==> config.mk <==
export PLATFORM = sky130hd
export DESIGN_NAME = sar_dev_flat
export DESIGN_NICKNAME = d
export VERILOG_FILES = /design/src/sar_pkg.sv /design/src/sar_if.sv /design/src/sar_dev.sv /design/src/sar_memtest.sv /design/src/flat_wrapper.sv
export SDC_FILE = /design/constraint.sdc
export NUM_CORES = 1
export LEC_CHECK = 0
export ABC_CLOCK_PERIOD_IN_PS = 2300
export BUFFER_PORTS_ARGS = -buffer_cell sky130_fd_sc_hd__buf_4
export CAP_MARGIN = 15
export CORE_ASPECT_RATIO = 0.7
export CORE_MARGIN = 1.5
export CORE_UTILIZATION = 40
export DETAILED_ROUTE_END_ITERATION = 16
export GPL_TIMING_DRIVEN = 1
export PLACE_DENSITY_LB_ADDON = 0.2
export SLEW_MARGIN = 20
export SYNTH_ARGS = -nofsm -noshare
export SYNTH_HDL_FRONTEND = slang
export SYNTH_HIERARCHICAL = 1
export SYNTH_SLANG_ARGS = --single-unit
==> constraint.sdc <==
create_clock -name clk_i -period 2.3 [get_ports clk_i]
set_input_delay 0.23 -clock clk_i [delete_from_list [all_inputs] [get_ports clk_i]]
set_output_delay 0.23 -clock clk_i [all_outputs]
set_load 0.01 [all_outputs]
==> src/sar_pkg.sv <==
// Package: register map, field positions and timing constants for the stream advance block
package sar_pkg;

  // ****************************************
  // Bus widths and stream count
  // ****************************************
  localparam int unsigned ADDR_W = 14;
  localparam int unsigned DATA_W = 16;
  localparam int unsigned NSTREAM = 16;

  // ****************************************
  // Register offsets
  // ****************************************
  localparam logic [13:0] LOCAL_ADV_BASE = 14'h0083;
  localparam logic [13:0] LOCAL_ADV_LAST = 14'h0092;
  localparam logic [13:0] BP_ADV_BASE    = 14'h00a3;
  localparam logic [13:0] BP_ADV_LAST    = 14'h00b2;
  localparam logic [13:0] SELFTEST_ADDR  = 14'h014d;
  localparam logic [13:0] IDENT_ADDR     = 14'h3fff;

  // ****************************************
  // Field positions and reset values
  // ****************************************
  localparam int unsigned SHIFT_W      = 2;
  localparam logic [15:0] ADV_RESET    = 16'h0000;
  localparam logic [15:0] ST_RESET     = 16'h0000;
  localparam int unsigned ST_EN_BIT    = 12;
  localparam logic [15:0] ST_EN_ONLY   = 16'h1000;
  localparam logic [15:0] ST_RW_MASK   = 16'h1924;
  localparam int unsigned NMEM         = 4;
  // Memory m (0 local conn, 1 bp conn, 2 local data, 3 bp data): go 3m+2, done 3m+1, pass 3m
  localparam int unsigned REV_LSB      = 4;
  localparam int unsigned PART_LSB     = 0;
  // Arbitrary neutral identity values
  localparam logic [3:0]  REV_DEFAULT  = 4'h5;
  localparam logic [2:0]  PART_DEFAULT = 3'h6;

  // ****************************************
  // Timing
  // ****************************************
  localparam int unsigned CLK_HZ       = 20_000_000;
  localparam int unsigned TEST_US      = 10;
  localparam int unsigned TEST_CYC     = TEST_US * (CLK_HZ / 1_000_000);
  localparam int unsigned FRAME_CYC    = 64;

  typedef enum logic [1:0] {
    SAR_IDLE  = 2'b00,
    SAR_WRITE = 2'b01,
    SAR_READ  = 2'b11
  } sar_hst_t;

endpackage : sar_pkg

==> src/sar_if.sv <==
// Interface: parallel register port between host and device
`timescale 1ns/1ps
`default_nettype none
interface sar_if;
  logic        cs;
  logic        we;
  logic [13:0] addr;
  logic [15:0] wdata;
  logic [15:0] rdata;
  logic        rvalid;
  modport dev  (input cs, we, addr, wdata, output rdata, rvalid);
  modport host (output cs, we, addr, wdata, input rdata, rvalid);
endinterface : sar_if
`default_nettype wire

==> src/sar_dev.sv <==
// Device end: output advance registers, memory self-test register, identity
// Function
// Local shift field sets 0..3 cycles early
// Zero shift keeps frame-pulse alignment
// Sixteen backplane advance registers
// Backplane field bits 1:0, reset zero
// Software writes zero to bits 15:2
// Self-test start needs two writes; the device also starts on one write that sets bit 12 and go bits together
// Bit 12 high enters self-test mode
// Software clears bit 12 afterwards
// Test starts on rising start bit
// Four memories with go/done/pass bits
// Done flag rises when test finishes
// Pass bit high means pass; reset zero
// Identity read-only: revision, part code
// Identity bits 15:8 and 3 zero
// Sixteen local advance registers, reset zero
// New shift applies at frame boundary
// Control bits read back; status ignores writes
`timescale 1ns/1ps
`default_nettype none
module sar_dev
  import sar_pkg::*;
#(
  parameter int unsigned TEST_CYC  = sar_pkg::TEST_CYC,
  parameter int unsigned FRAME_CYC = sar_pkg::FRAME_CYC,
  parameter logic [3:0]  REV       = sar_pkg::REV_DEFAULT,
  parameter logic [2:0]  PART      = sar_pkg::PART_DEFAULT
) (
  input  wire logic               clk_i,
  input  wire logic               resetn_i,
  sar_if.dev                      bus,
  input  wire logic [NMEM-1:0]    mem_fault_i,
  output logic [2*NSTREAM-1:0]    local_out_shift_o,
  output logic [2*NSTREAM-1:0]    bp_out_shift_o,
  output logic                    frame_pulse_out_o,
  output logic                    selftest_enable_o
);
  import sar_pkg::*;

  logic [SHIFT_W-1:0] local_out_shift_reg [NSTREAM];
  logic [SHIFT_W-1:0] bp_out_advance [NSTREAM];
  logic [15:0]        st_ctrl_r;
  logic [NMEM-1:0]    done_w;
  logic [NMEM-1:0]    pass_w;
  logic [15:0]        st_view;
  logic [15:0]        id_view;
  logic [7:0]         frm_cnt_r;
  logic               boundary;
  logic               wr;
  logic               rd;
  logic [15:0]        rdata_nxt;

  assign wr = bus.cs && bus.we;
  assign rd = bus.cs && !bus.we;
  assign boundary = (frm_cnt_r == 8'(FRAME_CYC - 1));

  // ****************************************
  // Advance registers
  // ****************************************
  always_ff @(posedge clk_i or negedge resetn_i) begin
    if (!resetn_i) begin
      for (int i = 0; i < NSTREAM; i++) begin
        local_out_shift_reg[i] <= ADV_RESET[1:0];
        bp_out_advance[i]      <= ADV_RESET[1:0];
      end
    end else if (wr) begin
      for (int i = 0; i < NSTREAM; i++) begin
        if (bus.addr == LOCAL_ADV_BASE + 14'(i)) begin
          local_out_shift_reg[i] <= bus.wdata[1:0];
        end
        if (bus.addr == BP_ADV_BASE + 14'(i)) begin
          bp_out_advance[i] <= bus.wdata[1:0];
        end
      end
    end
  end

  // ****************************************
  // Frame counter and shift outputs
  // ****************************************
  always_ff @(posedge clk_i or negedge resetn_i) begin
    if (!resetn_i) begin
      frm_cnt_r         <= 8'h00;
      frame_pulse_out_o <= 1'b0;
    end else begin
      frm_cnt_r         <= boundary ? 8'h00 : frm_cnt_r + 8'h01;
      frame_pulse_out_o <= boundary;
    end
  end

  always_ff @(posedge clk_i or negedge resetn_i) begin
    if (!resetn_i) begin
      local_out_shift_o <= '0;
      bp_out_shift_o    <= '0;
    end else if (boundary) begin
      for (int i = 0; i < NSTREAM; i++) begin
        local_out_shift_o[2*i +: 2] <= local_out_shift_reg[i];
        bp_out_shift_o[2*i +: 2]    <= bp_out_advance[i];
      end
    end
  end

  // ****************************************
  // Self-test control
  // ****************************************
  always_ff @(posedge clk_i or negedge resetn_i) begin
    if (!resetn_i) begin
      st_ctrl_r <= ST_RESET;
    end else if (wr && bus.addr == SELFTEST_ADDR) begin
      st_ctrl_r <= bus.wdata & ST_RW_MASK;
    end
  end

  always_ff @(posedge clk_i or negedge resetn_i) begin
    if (!resetn_i) begin
      selftest_enable_o <= 1'b0;
    end else begin
      selftest_enable_o <= st_ctrl_r[ST_EN_BIT];
    end
  end

  for (genvar m = 0; m < NMEM; m++) begin : g_mem
    sar_memtest #(.TEST_CYC(TEST_CYC)) u_test (
      .clk_i    (clk_i),
      .resetn_i (resetn_i),
      .enable_i (st_ctrl_r[ST_EN_BIT]),
      .go_i     (st_ctrl_r[3*m+2]),
      .fault_i  (mem_fault_i[m]),
      .done_o   (done_w[m]),
      .pass_o   (pass_w[m])
    );
  end

  // ****************************************
  // Read path
  // ****************************************
  always_comb begin
    st_view = st_ctrl_r;
    for (int m = 0; m < NMEM; m++) begin
      st_view[3*m+1] = done_w[m];
      st_view[3*m]   = done_w[m] & pass_w[m];
    end
    id_view = 16'h0000;
    id_view[REV_LSB +: 4]  = REV;
    id_view[PART_LSB +: 3] = PART;
    rdata_nxt = 16'h0000;
    for (int i = 0; i < NSTREAM; i++) begin
      if (bus.addr == LOCAL_ADV_BASE + 14'(i)) begin
        rdata_nxt = {14'h0000, local_out_shift_reg[i]};
      end
      if (bus.addr == BP_ADV_BASE + 14'(i)) begin
        rdata_nxt = {14'h0000, bp_out_advance[i]};
      end
    end
    if (bus.addr == SELFTEST_ADDR) begin
      rdata_nxt = st_view;
    end
    if (bus.addr == IDENT_ADDR) begin
      rdata_nxt = id_view;
    end
  end

  always_ff @(posedge clk_i or negedge resetn_i) begin
    if (!resetn_i) begin
      bus.rdata  <= 16'h0000;
      bus.rvalid <= 1'b0;
    end else begin
      bus.rvalid <= rd;
      if (rd) begin
        bus.rdata <= rdata_nxt;
      end
    end
  end
endmodule : sar_dev
`default_nettype wire

==> src/sar_memtest.sv <==
// Leaf: self-test engine for one internal memory
`timescale 1ns/1ps
`default_nettype none
module sar_memtest #(
  parameter int unsigned TEST_CYC = 200
) (
  input  wire logic clk_i,
  input  wire logic resetn_i,
  input  wire logic enable_i,
  input  wire logic go_i,
  input  wire logic fault_i,
  output logic      done_o,
  output logic      pass_o
);
  logic        go_q_r;
  logic        busy_r;
  logic        bad_r;
  logic [31:0] cnt_r;

  // ****************************************
  // Edge detect and run
  // ****************************************
  always_ff @(posedge clk_i or negedge resetn_i) begin
    if (!resetn_i) begin
      go_q_r <= 1'b0;
      busy_r <= 1'b0;
      bad_r  <= 1'b0;
      cnt_r  <= 32'h0;
      done_o <= 1'b0;
      pass_o <= 1'b0;
    end else begin
      go_q_r <= go_i;
      if (!enable_i) begin
        busy_r <= 1'b0;
        done_o <= 1'b0;
        pass_o <= 1'b0;
      end else if (go_i && !go_q_r) begin
        busy_r <= 1'b1;
        bad_r  <= 1'b0;
        cnt_r  <= 32'h0;
        done_o <= 1'b0;
        pass_o <= 1'b0;
      end else if (busy_r) begin
        bad_r <= bad_r | fault_i;
        cnt_r <= cnt_r + 32'h1;
        if (cnt_r == TEST_CYC - 1) begin
          busy_r <= 1'b0;
          done_o <= 1'b1;
          pass_o <= !(bad_r | fault_i);
        end
      end
    end
  end
endmodule : sar_memtest
`default_nettype wire

==> src/flat_wrapper.sv <==
// flat-port wrapper written by rule: the top's interface ports become plain ports
module sar_dev_flat import sar_pkg::*;
#(
  parameter int unsigned TEST_CYC  = sar_pkg::TEST_CYC,
  parameter int unsigned FRAME_CYC = sar_pkg::FRAME_CYC,
  parameter logic [3:0]  REV       = sar_pkg::REV_DEFAULT,
  parameter logic [2:0]  PART      = sar_pkg::PART_DEFAULT
)
  (clk_i, resetn_i, mem_fault_i, local_out_shift_o, bp_out_shift_o, frame_pulse_out_o, selftest_enable_o, bus_cs, bus_we, bus_addr, bus_wdata, bus_rdata, bus_rvalid);
  sar_if bus_i ();
  input  wire logic clk_i;
  input  wire logic resetn_i;
  input  wire logic [NMEM-1:0] mem_fault_i;
  output logic [2*NSTREAM-1:0] local_out_shift_o;
  output logic [2*NSTREAM-1:0] bp_out_shift_o;
  output logic frame_pulse_out_o;
  output logic selftest_enable_o;
  input wire logic [$bits(bus_i.cs)-1:0] bus_cs;
  input wire logic [$bits(bus_i.we)-1:0] bus_we;
  input wire logic [$bits(bus_i.addr)-1:0] bus_addr;
  input wire logic [$bits(bus_i.wdata)-1:0] bus_wdata;
  output wire logic [$bits(bus_i.rdata)-1:0] bus_rdata;
  output wire logic [$bits(bus_i.rvalid)-1:0] bus_rvalid;
  assign bus_i.cs = bus_cs;
  assign bus_i.we = bus_we;
  assign bus_i.addr = bus_addr;
  assign bus_i.wdata = bus_wdata;
  assign bus_rdata = bus_i.rdata;
  assign bus_rvalid = bus_i.rvalid;
  sar_dev #(.TEST_CYC(TEST_CYC), .FRAME_CYC(FRAME_CYC), .REV(REV), .PART(PART)) u_core (.clk_i(clk_i), .resetn_i(resetn_i), .bus(bus_i), .mem_fault_i(mem_fault_i), .local_out_shift_o(local_out_shift_o), .bp_out_shift_o(bp_out_shift_o), .frame_pulse_out_o(frame_pulse_out_o), .selftest_enable_o(selftest_enable_o));
endmodule
==> Word-level counts from Yosys, hierarchy flattened <==
Index checks and enable logic that the tools add are counted.
{ "word_totals": {"regBits": 308, "inputBits": 38, "out_inout_bits": 83, "wordCells": 283} }
{ "classes": {"n_addsub": 5, "eq_ne": 47, "n_mux": 99, "bitwise_logic": 8, "reduce_logical": 60} }
{ "ops": {"columns": ["cell", "n"], "rows": [
  ["equality test 14 x 8 -> 1 bit (second input constant)", 32],
  ["2-to-1 mux 32 bit", 8],
  ["adder 32 x 1 -> 32 bit (second input constant)", 4],
  ["equality test 32 x 8 -> 1 bit (second input constant)", 4],
  ["AND reduction 2 bit", 40],
  ["2-to-1 mux 2 bit", 32],
  ["2-to-1 mux 1 bit", 56],
  ["2-to-1 mux 13 bit", 2],
  ["inequality test 3 bit (second input constant)", 8],
  ["equality test 14 bit (second input constant)", 1],
  ["equality test 14 x 9 -> 1 bit (second input constant)", 1],
  ["zero test 1 bit", 9],
  ["adder 8 x 1 -> 8 bit (second input constant)", 1],
  ["equality test 8 x 6 -> 1 bit (second input constant)", 1],
  ["2-to-1 mux 8 bit", 1],
  ["nonzero test 2 bit", 4],
  ["logical AND 1 bit", 7],
  ["bitwise AND 1 bit", 4],
  ["bitwise OR 1 bit", 4]
]} }

==> Longest topological paths before layout <==
{ "logic_depth": {"word_depth": 35, "depth_mapped": 9, "mapped_depth_nobuf": 7} }

==> Cells and area by module <==
Netlist, hierarchy kept.
{ "modules_own_cells": {"columns": ["mod", "n_inst", "cells_per_inst", "area_each_um2", "seq_area_each_um2"], "rows": [
  ["sar_dev", 1, 722, 7183.1, 3928.8],
  ["sar_memtest (u_core.g_mem[0].u_test ...)", 3, 226, 2084.5, 925.9],
  ["sar_memtest (u_core.g_mem[3].u_test)", 1, 222, 2087.0, 925.9]
]} }

==> Worst setup path after synthesis <==
OpenSTA, ideal clock, no wires.
{ "synth_path": {"kind": "input -> register", "from": "in bus_addr[9]", "to": "reg u_core/local_out_shift_reg[30] (netlist bit)", "setup_time_ps": 125, "t_arrival_ps": 2513, "required_time_ps": 2175, "slack_ps": -338, "cell_stages": 7, "path_buffers": 2, "path_cell_list": "or4_4 -> buf_6 -> or3_1 -> buf_6 -> or3_4 -> or4_4 -> mux2_4"} }
{ "synth_via": {"elab_chain_len": 2} }
{ "synth_rtl": {"columns": ["item", "line", "source"], "rows": [
  ["start, declared", "flat_wrapper.sv:20", "input wire logic [$bits(bus_i.addr)-1:0] bus_addr;"],
  ["equality test 14 x 8 -> 1 bit", "sar_dev.sv:69", "if (bus.addr == LOCAL_ADV_BASE + 14'(i)) begin"],
  ["AND reduction 2 bit (no line)", null, null],
  ["end signal, assigned by index", "sar_dev.sv:64", "local_out_shift_reg[i] <= ADV_RESET[1:0];"],
  ["end signal, assigned by index", "sar_dev.sv:70", "local_out_shift_reg[i] <= bus.wdata[1:0];"],
  ["end, declared", "sar_dev.sv:41", "logic [SHIFT_W-1:0] local_out_shift_reg [NSTREAM];"]
]} }
Every way passes these cells.
A chain may end at the register's enable or synchronous reset.

==> Worst setup path after layout <==
{ "layout_path": {"from": "reg u_core.g_mem[3].u_test.go_q_r", "to": "reg u_core.g_mem[3].u_test.cnt_r[20]"} }
{ "layout_via": {"elab_chain_len": 4, "elab_cells_between_ends": 5, "cone_classes": "mux: 1; reduce/logical: 4"} }
{ "layout_rtl": {"columns": ["item", "line", "source"], "rows": [
  ["start, declared", "sar_memtest.sv:15", "logic go_q_r;"],
  ["start signal, assigned", "sar_memtest.sv:32", "go_q_r <= go_i;"],
  ["zero test 1 bit (*)", "sar_memtest.sv:37", "end else if (go_i && !go_q_r) begin"],
  ["logical AND 1 bit (*)", "sar_memtest.sv:37", null],
  ["nonzero test 2 bit (no line)", null, null],
  ["AND reduction 2 bit (no line)", null, null],
  ["end signal, assigned", "sar_memtest.sv:45", "cnt_r <= cnt_r + 32'h1;"],
  ["end, declared", "sar_memtest.sv:18", "logic [31:0] cnt_r;"]
]} }
Every way passes the cells marked *; elsewhere a longest branch is shown, timed or not.

==> flow_summary.yaml <==
run_status:
  status: "finished, final reports clean"
final_layout:
  area_growth_pct: 21.6
  largest_register_ffs: 128
  diodes: 0
  drive_above_1_share_pct: 22.0
  final_nets: 1842
  regMostFlops: "u_core/g_mem.u_test/cnt_r"
  fin_cells: 2351
synth:
  async_reset_ff_share_pct: 100
  yosys_most_used_dff: "dfrtp_1"
  synth_edf_count: 0
  yosysWarnings: 6
  netlist.area_leader.share_pct: 49.2
  ys_ff_latch: 305
  synthesis.area_sq_um: 15500
  ys_seq_area_share_pct: 49.2
  yosys.area.top_type: "dfrtp_1"
  synth_area_leaders: "dfrtp_1, nand2_1, mux2_2, a21oi_1, nor4_1"
  postSynthCellCount: 1622
  synth_cell_types: 72
  syn_area_per_cell_sq_um: 9.57
grt:
  met3_usage_pct: 4.59
  grt_max_degree: 94
  grt_use_met1_pct: 36.5
  grt_pass1_vias: 12976
  grt.busiest_layer: "met1"
  grt_usage_pct: 22.9
  antenna_found_initial: 0
  gr-total-overflow: 0
  grt_pass1_wl_mm: 73.9
  grt_use_met2_pct: 31.7
die:
  pin_count: 121
  initial_core_util_pct: 40.5
  core_sq_um: 38400
  die_x_microns: 238
  die_area_sq_um: 40000
  die_h_microns: 168
  row_count: 60
clocking:
  ctsHtreeMaxLevel: 1
  cts_max_path_buffers: 3
  insertion_delay_ns: 0.59
  cts_tree: "done"
  cts_resized: 0
  cts.clk_slew.worst_paths_ns: 0.06
  clkSinkCount: 305
  numCtsBuffers: 31
  clock-root-buffer: "clkbuf_16"
min_path:
  worstHoldPathType: "input port to flop"
  min_from: "bus_wdata[0]"
routing:
  antenna_left: 0
  drt_first_pass_iters: 5
  wirelength_mm: 45.6
  wire_per_inst_microns: 19.4
  routed-via-count: 13493
  drtIter0Drc: 1092
  vias_per_cell: 5.74
  drc_errors: 0
setup_path:
  worst_setup_path_end_kind: "flop"
  timing.rr.start: "u_core/g_mem[3].u_test/go_q_r$_DFF_PN0_"
  start_kind: "flop"
  worst_ep_arrival_time_ns: 2.65
  crit_start: "u_core/g_mem[3].u_test/go_q_r$_DFF_PN0_"
  crit_type: "flop to flop"
  cp_max_fo: 18
  crit_required_ns: 2.80
sta:
  report.final.slew_viol_count: 0
  holdWs_ns: 0.113
  layout_min_cycle_time_ns: 2.15
  rsz0062_at_grt: "no"
  setup_viol: 0
  slew_headroom_pct: 58.0
  finClkSkew_ns: 0.0237
  fmax_ghz: 0.465
  hold_violations: 0
  tightest_slew_ns: 0.629
  period_share_pct: 93.6
placement:
  dp.cells: 2282
  place.gp.congestion: 0.946
  hpwl_mm: 32.3
  port_buffers: 108
power_and_ir_drop:
  power.density_nw_per_um2: 594
  leakagePower_nw: 8.53
  ir_drop_mv: 0.555
flow_run:
  cap_violations: 0
[per-stage QoR]
stage	util [%]	power [W]	setup WS (ns)	setup TNS [ns]	area [sq um]
3_3_place_gp	46.1	0.00594	-0.376	-11.29	17700
5_1_grt	49.2	0.0116	0.0128	0	18900
4_1_cts	49.2	0.0114	0.166	0	18900
6_report	49.2	0.0112	0.148	0	18900
3_5_place_dp	46.1	0.00594	-0.391	-11.68	17700
2_1_floorplan	-	0.00562	-0.338	-8.52	15700
[logic make-up after synthesis]
| logic type | after synthesis | synth area share (%) |
|---|---|---|
| AND/OR/NAND/NOR | 783 | 26.2 |
| AO/OA/AOI/OAI | 273 | 11.8 |
| flip-flops | 305 | 49.2 |
| adder cells (fa/ha/maj) | 5 | 0.403 |
| buffers and inverters | 123 | 3.49 |
| other | 1 | 0.0242 |
| XOR/XNOR | 25 | 1.41 |
| multiplexers | 107 | 7.50 |
[critical path: stages, from the launching register on]
cell      delay (ns)
dfrtp_1         0.38
nand2b_1        0.25
a2111o_1        0.72
or4b_1          0.57
a21oi_1         0.16
[cell usage after synthesis (8+ instances only)]
library cell,n
buf_2,9
and3_1,17
nand2_1,314
mux2i_1,38
dfrtp_1,305
or2_2,11
xnor2_1,9
inv_1,30
mux2_2,67
nand3_1,57
o2111ai_1,10
o22ai_1,9
nor2_1,76
nand4_1,38
or4b_2,13
o31ai_1,37
or3_1,12
o41ai_1,19
a21oi_1,81
clkbuf_1,65
nor4_1,62
and4_1,20
nand2b_1,37
o211ai_1,10
nor3_1,37
a31oi_1,10
nor2b_1,8
o21ai_0,40
xor2_1,16
or4_1,42
[placed cells by master (no fill, tap or decap), types with 10 or more instances in the layout]
cell,instances
dlygate4sd3_1,10
nand4_1,38
dfrtp_1,305
o211ai_1,10
o21ai_0,40
or2_2,11
nand2_1,314
clkbuf_16,31
nand2b_1,37
or4b_2,13
o41ai_1,19
a31oi_1,10
nor4_1,62
and4_1,20
and3_1,17
buf_4,214
o2111ai_1,10
mux2_2,56
mux2_4,13
or4_1,42
buf_12,10
mux2i_1,38
inv_1,29
nor3_1,32
nand3_1,57
or3_1,11
xor2_1,16
nor2_1,74
o31ai_1,37
a21oi_1,81
[layer usage]
metal | up-vias | share of wire [%] | wire length, microns
li1 | 6341 | - | -
met1 | 6726 | 51 | 23300
met2 | 368 | 41 | 18500
met3 | 58 | 6.3 | 2890
met4 | 0 | 2.0 | 915
met5 | - | 0 | 0
[power by group]
part	internal [W]	switching, W	total [W]	leakage (nW)
Combinational	0.000155	0.000310	0.000464	3.77
Clock	0.00314	0.00221	0.00536	0.523
Sequential	0.00537	0.0000120	0.00539	4.23
[timing repair]
action / in CTS / in global routing
endpoints found under the setup margin: 0 / 2
endpoints found under the hold margin: 153 / 0
setup buffers: 0 / 1
hold buffers: 10 / 0
[layout make-up]
| type | count | area (sq um) |
|---|---|---|
| Tap cell | 527 | 659 |
| Multi-Input combinational cell | 1196 | 7480 |
| Timing Repair Buffer | 235 | 1920 |
| Clock inverter | 17 | 223 |
| Fill cell | 3554 | 19500 |
| Inverter | 30 | 113 |
| Sequential cell | 305 | 7630 |
| Clock buffer | 41 | 843 |
[path summary, 6_finish.rpt]
path                                                                end  slack (ns)  depth (start not counted)
max                        u_core/g_mem[3].u_test/cnt_r[20]$_DFFE_PN0P_        0.15                          4
min                               u_core/bp_out_advance[20]$_DFFE_PN0P_        0.11                          3
max reg2reg                u_core/g_mem[3].u_test/cnt_r[20]$_DFFE_PN0P_        0.15                          4
min reg2reg                          u_core/selftest_enable_o$_DFF_PN0_        0.47                          0
max in group asynchronous       u_core/g_mem[3].u_test/go_q_r$_DFF_PN0_        1.24                          3
min in group asynchronous         u_core/bp_out_shift_o[10]$_DFFE_PN0P_        0.19                          2
No activity file was read; power rests on OpenSTA's default activity.
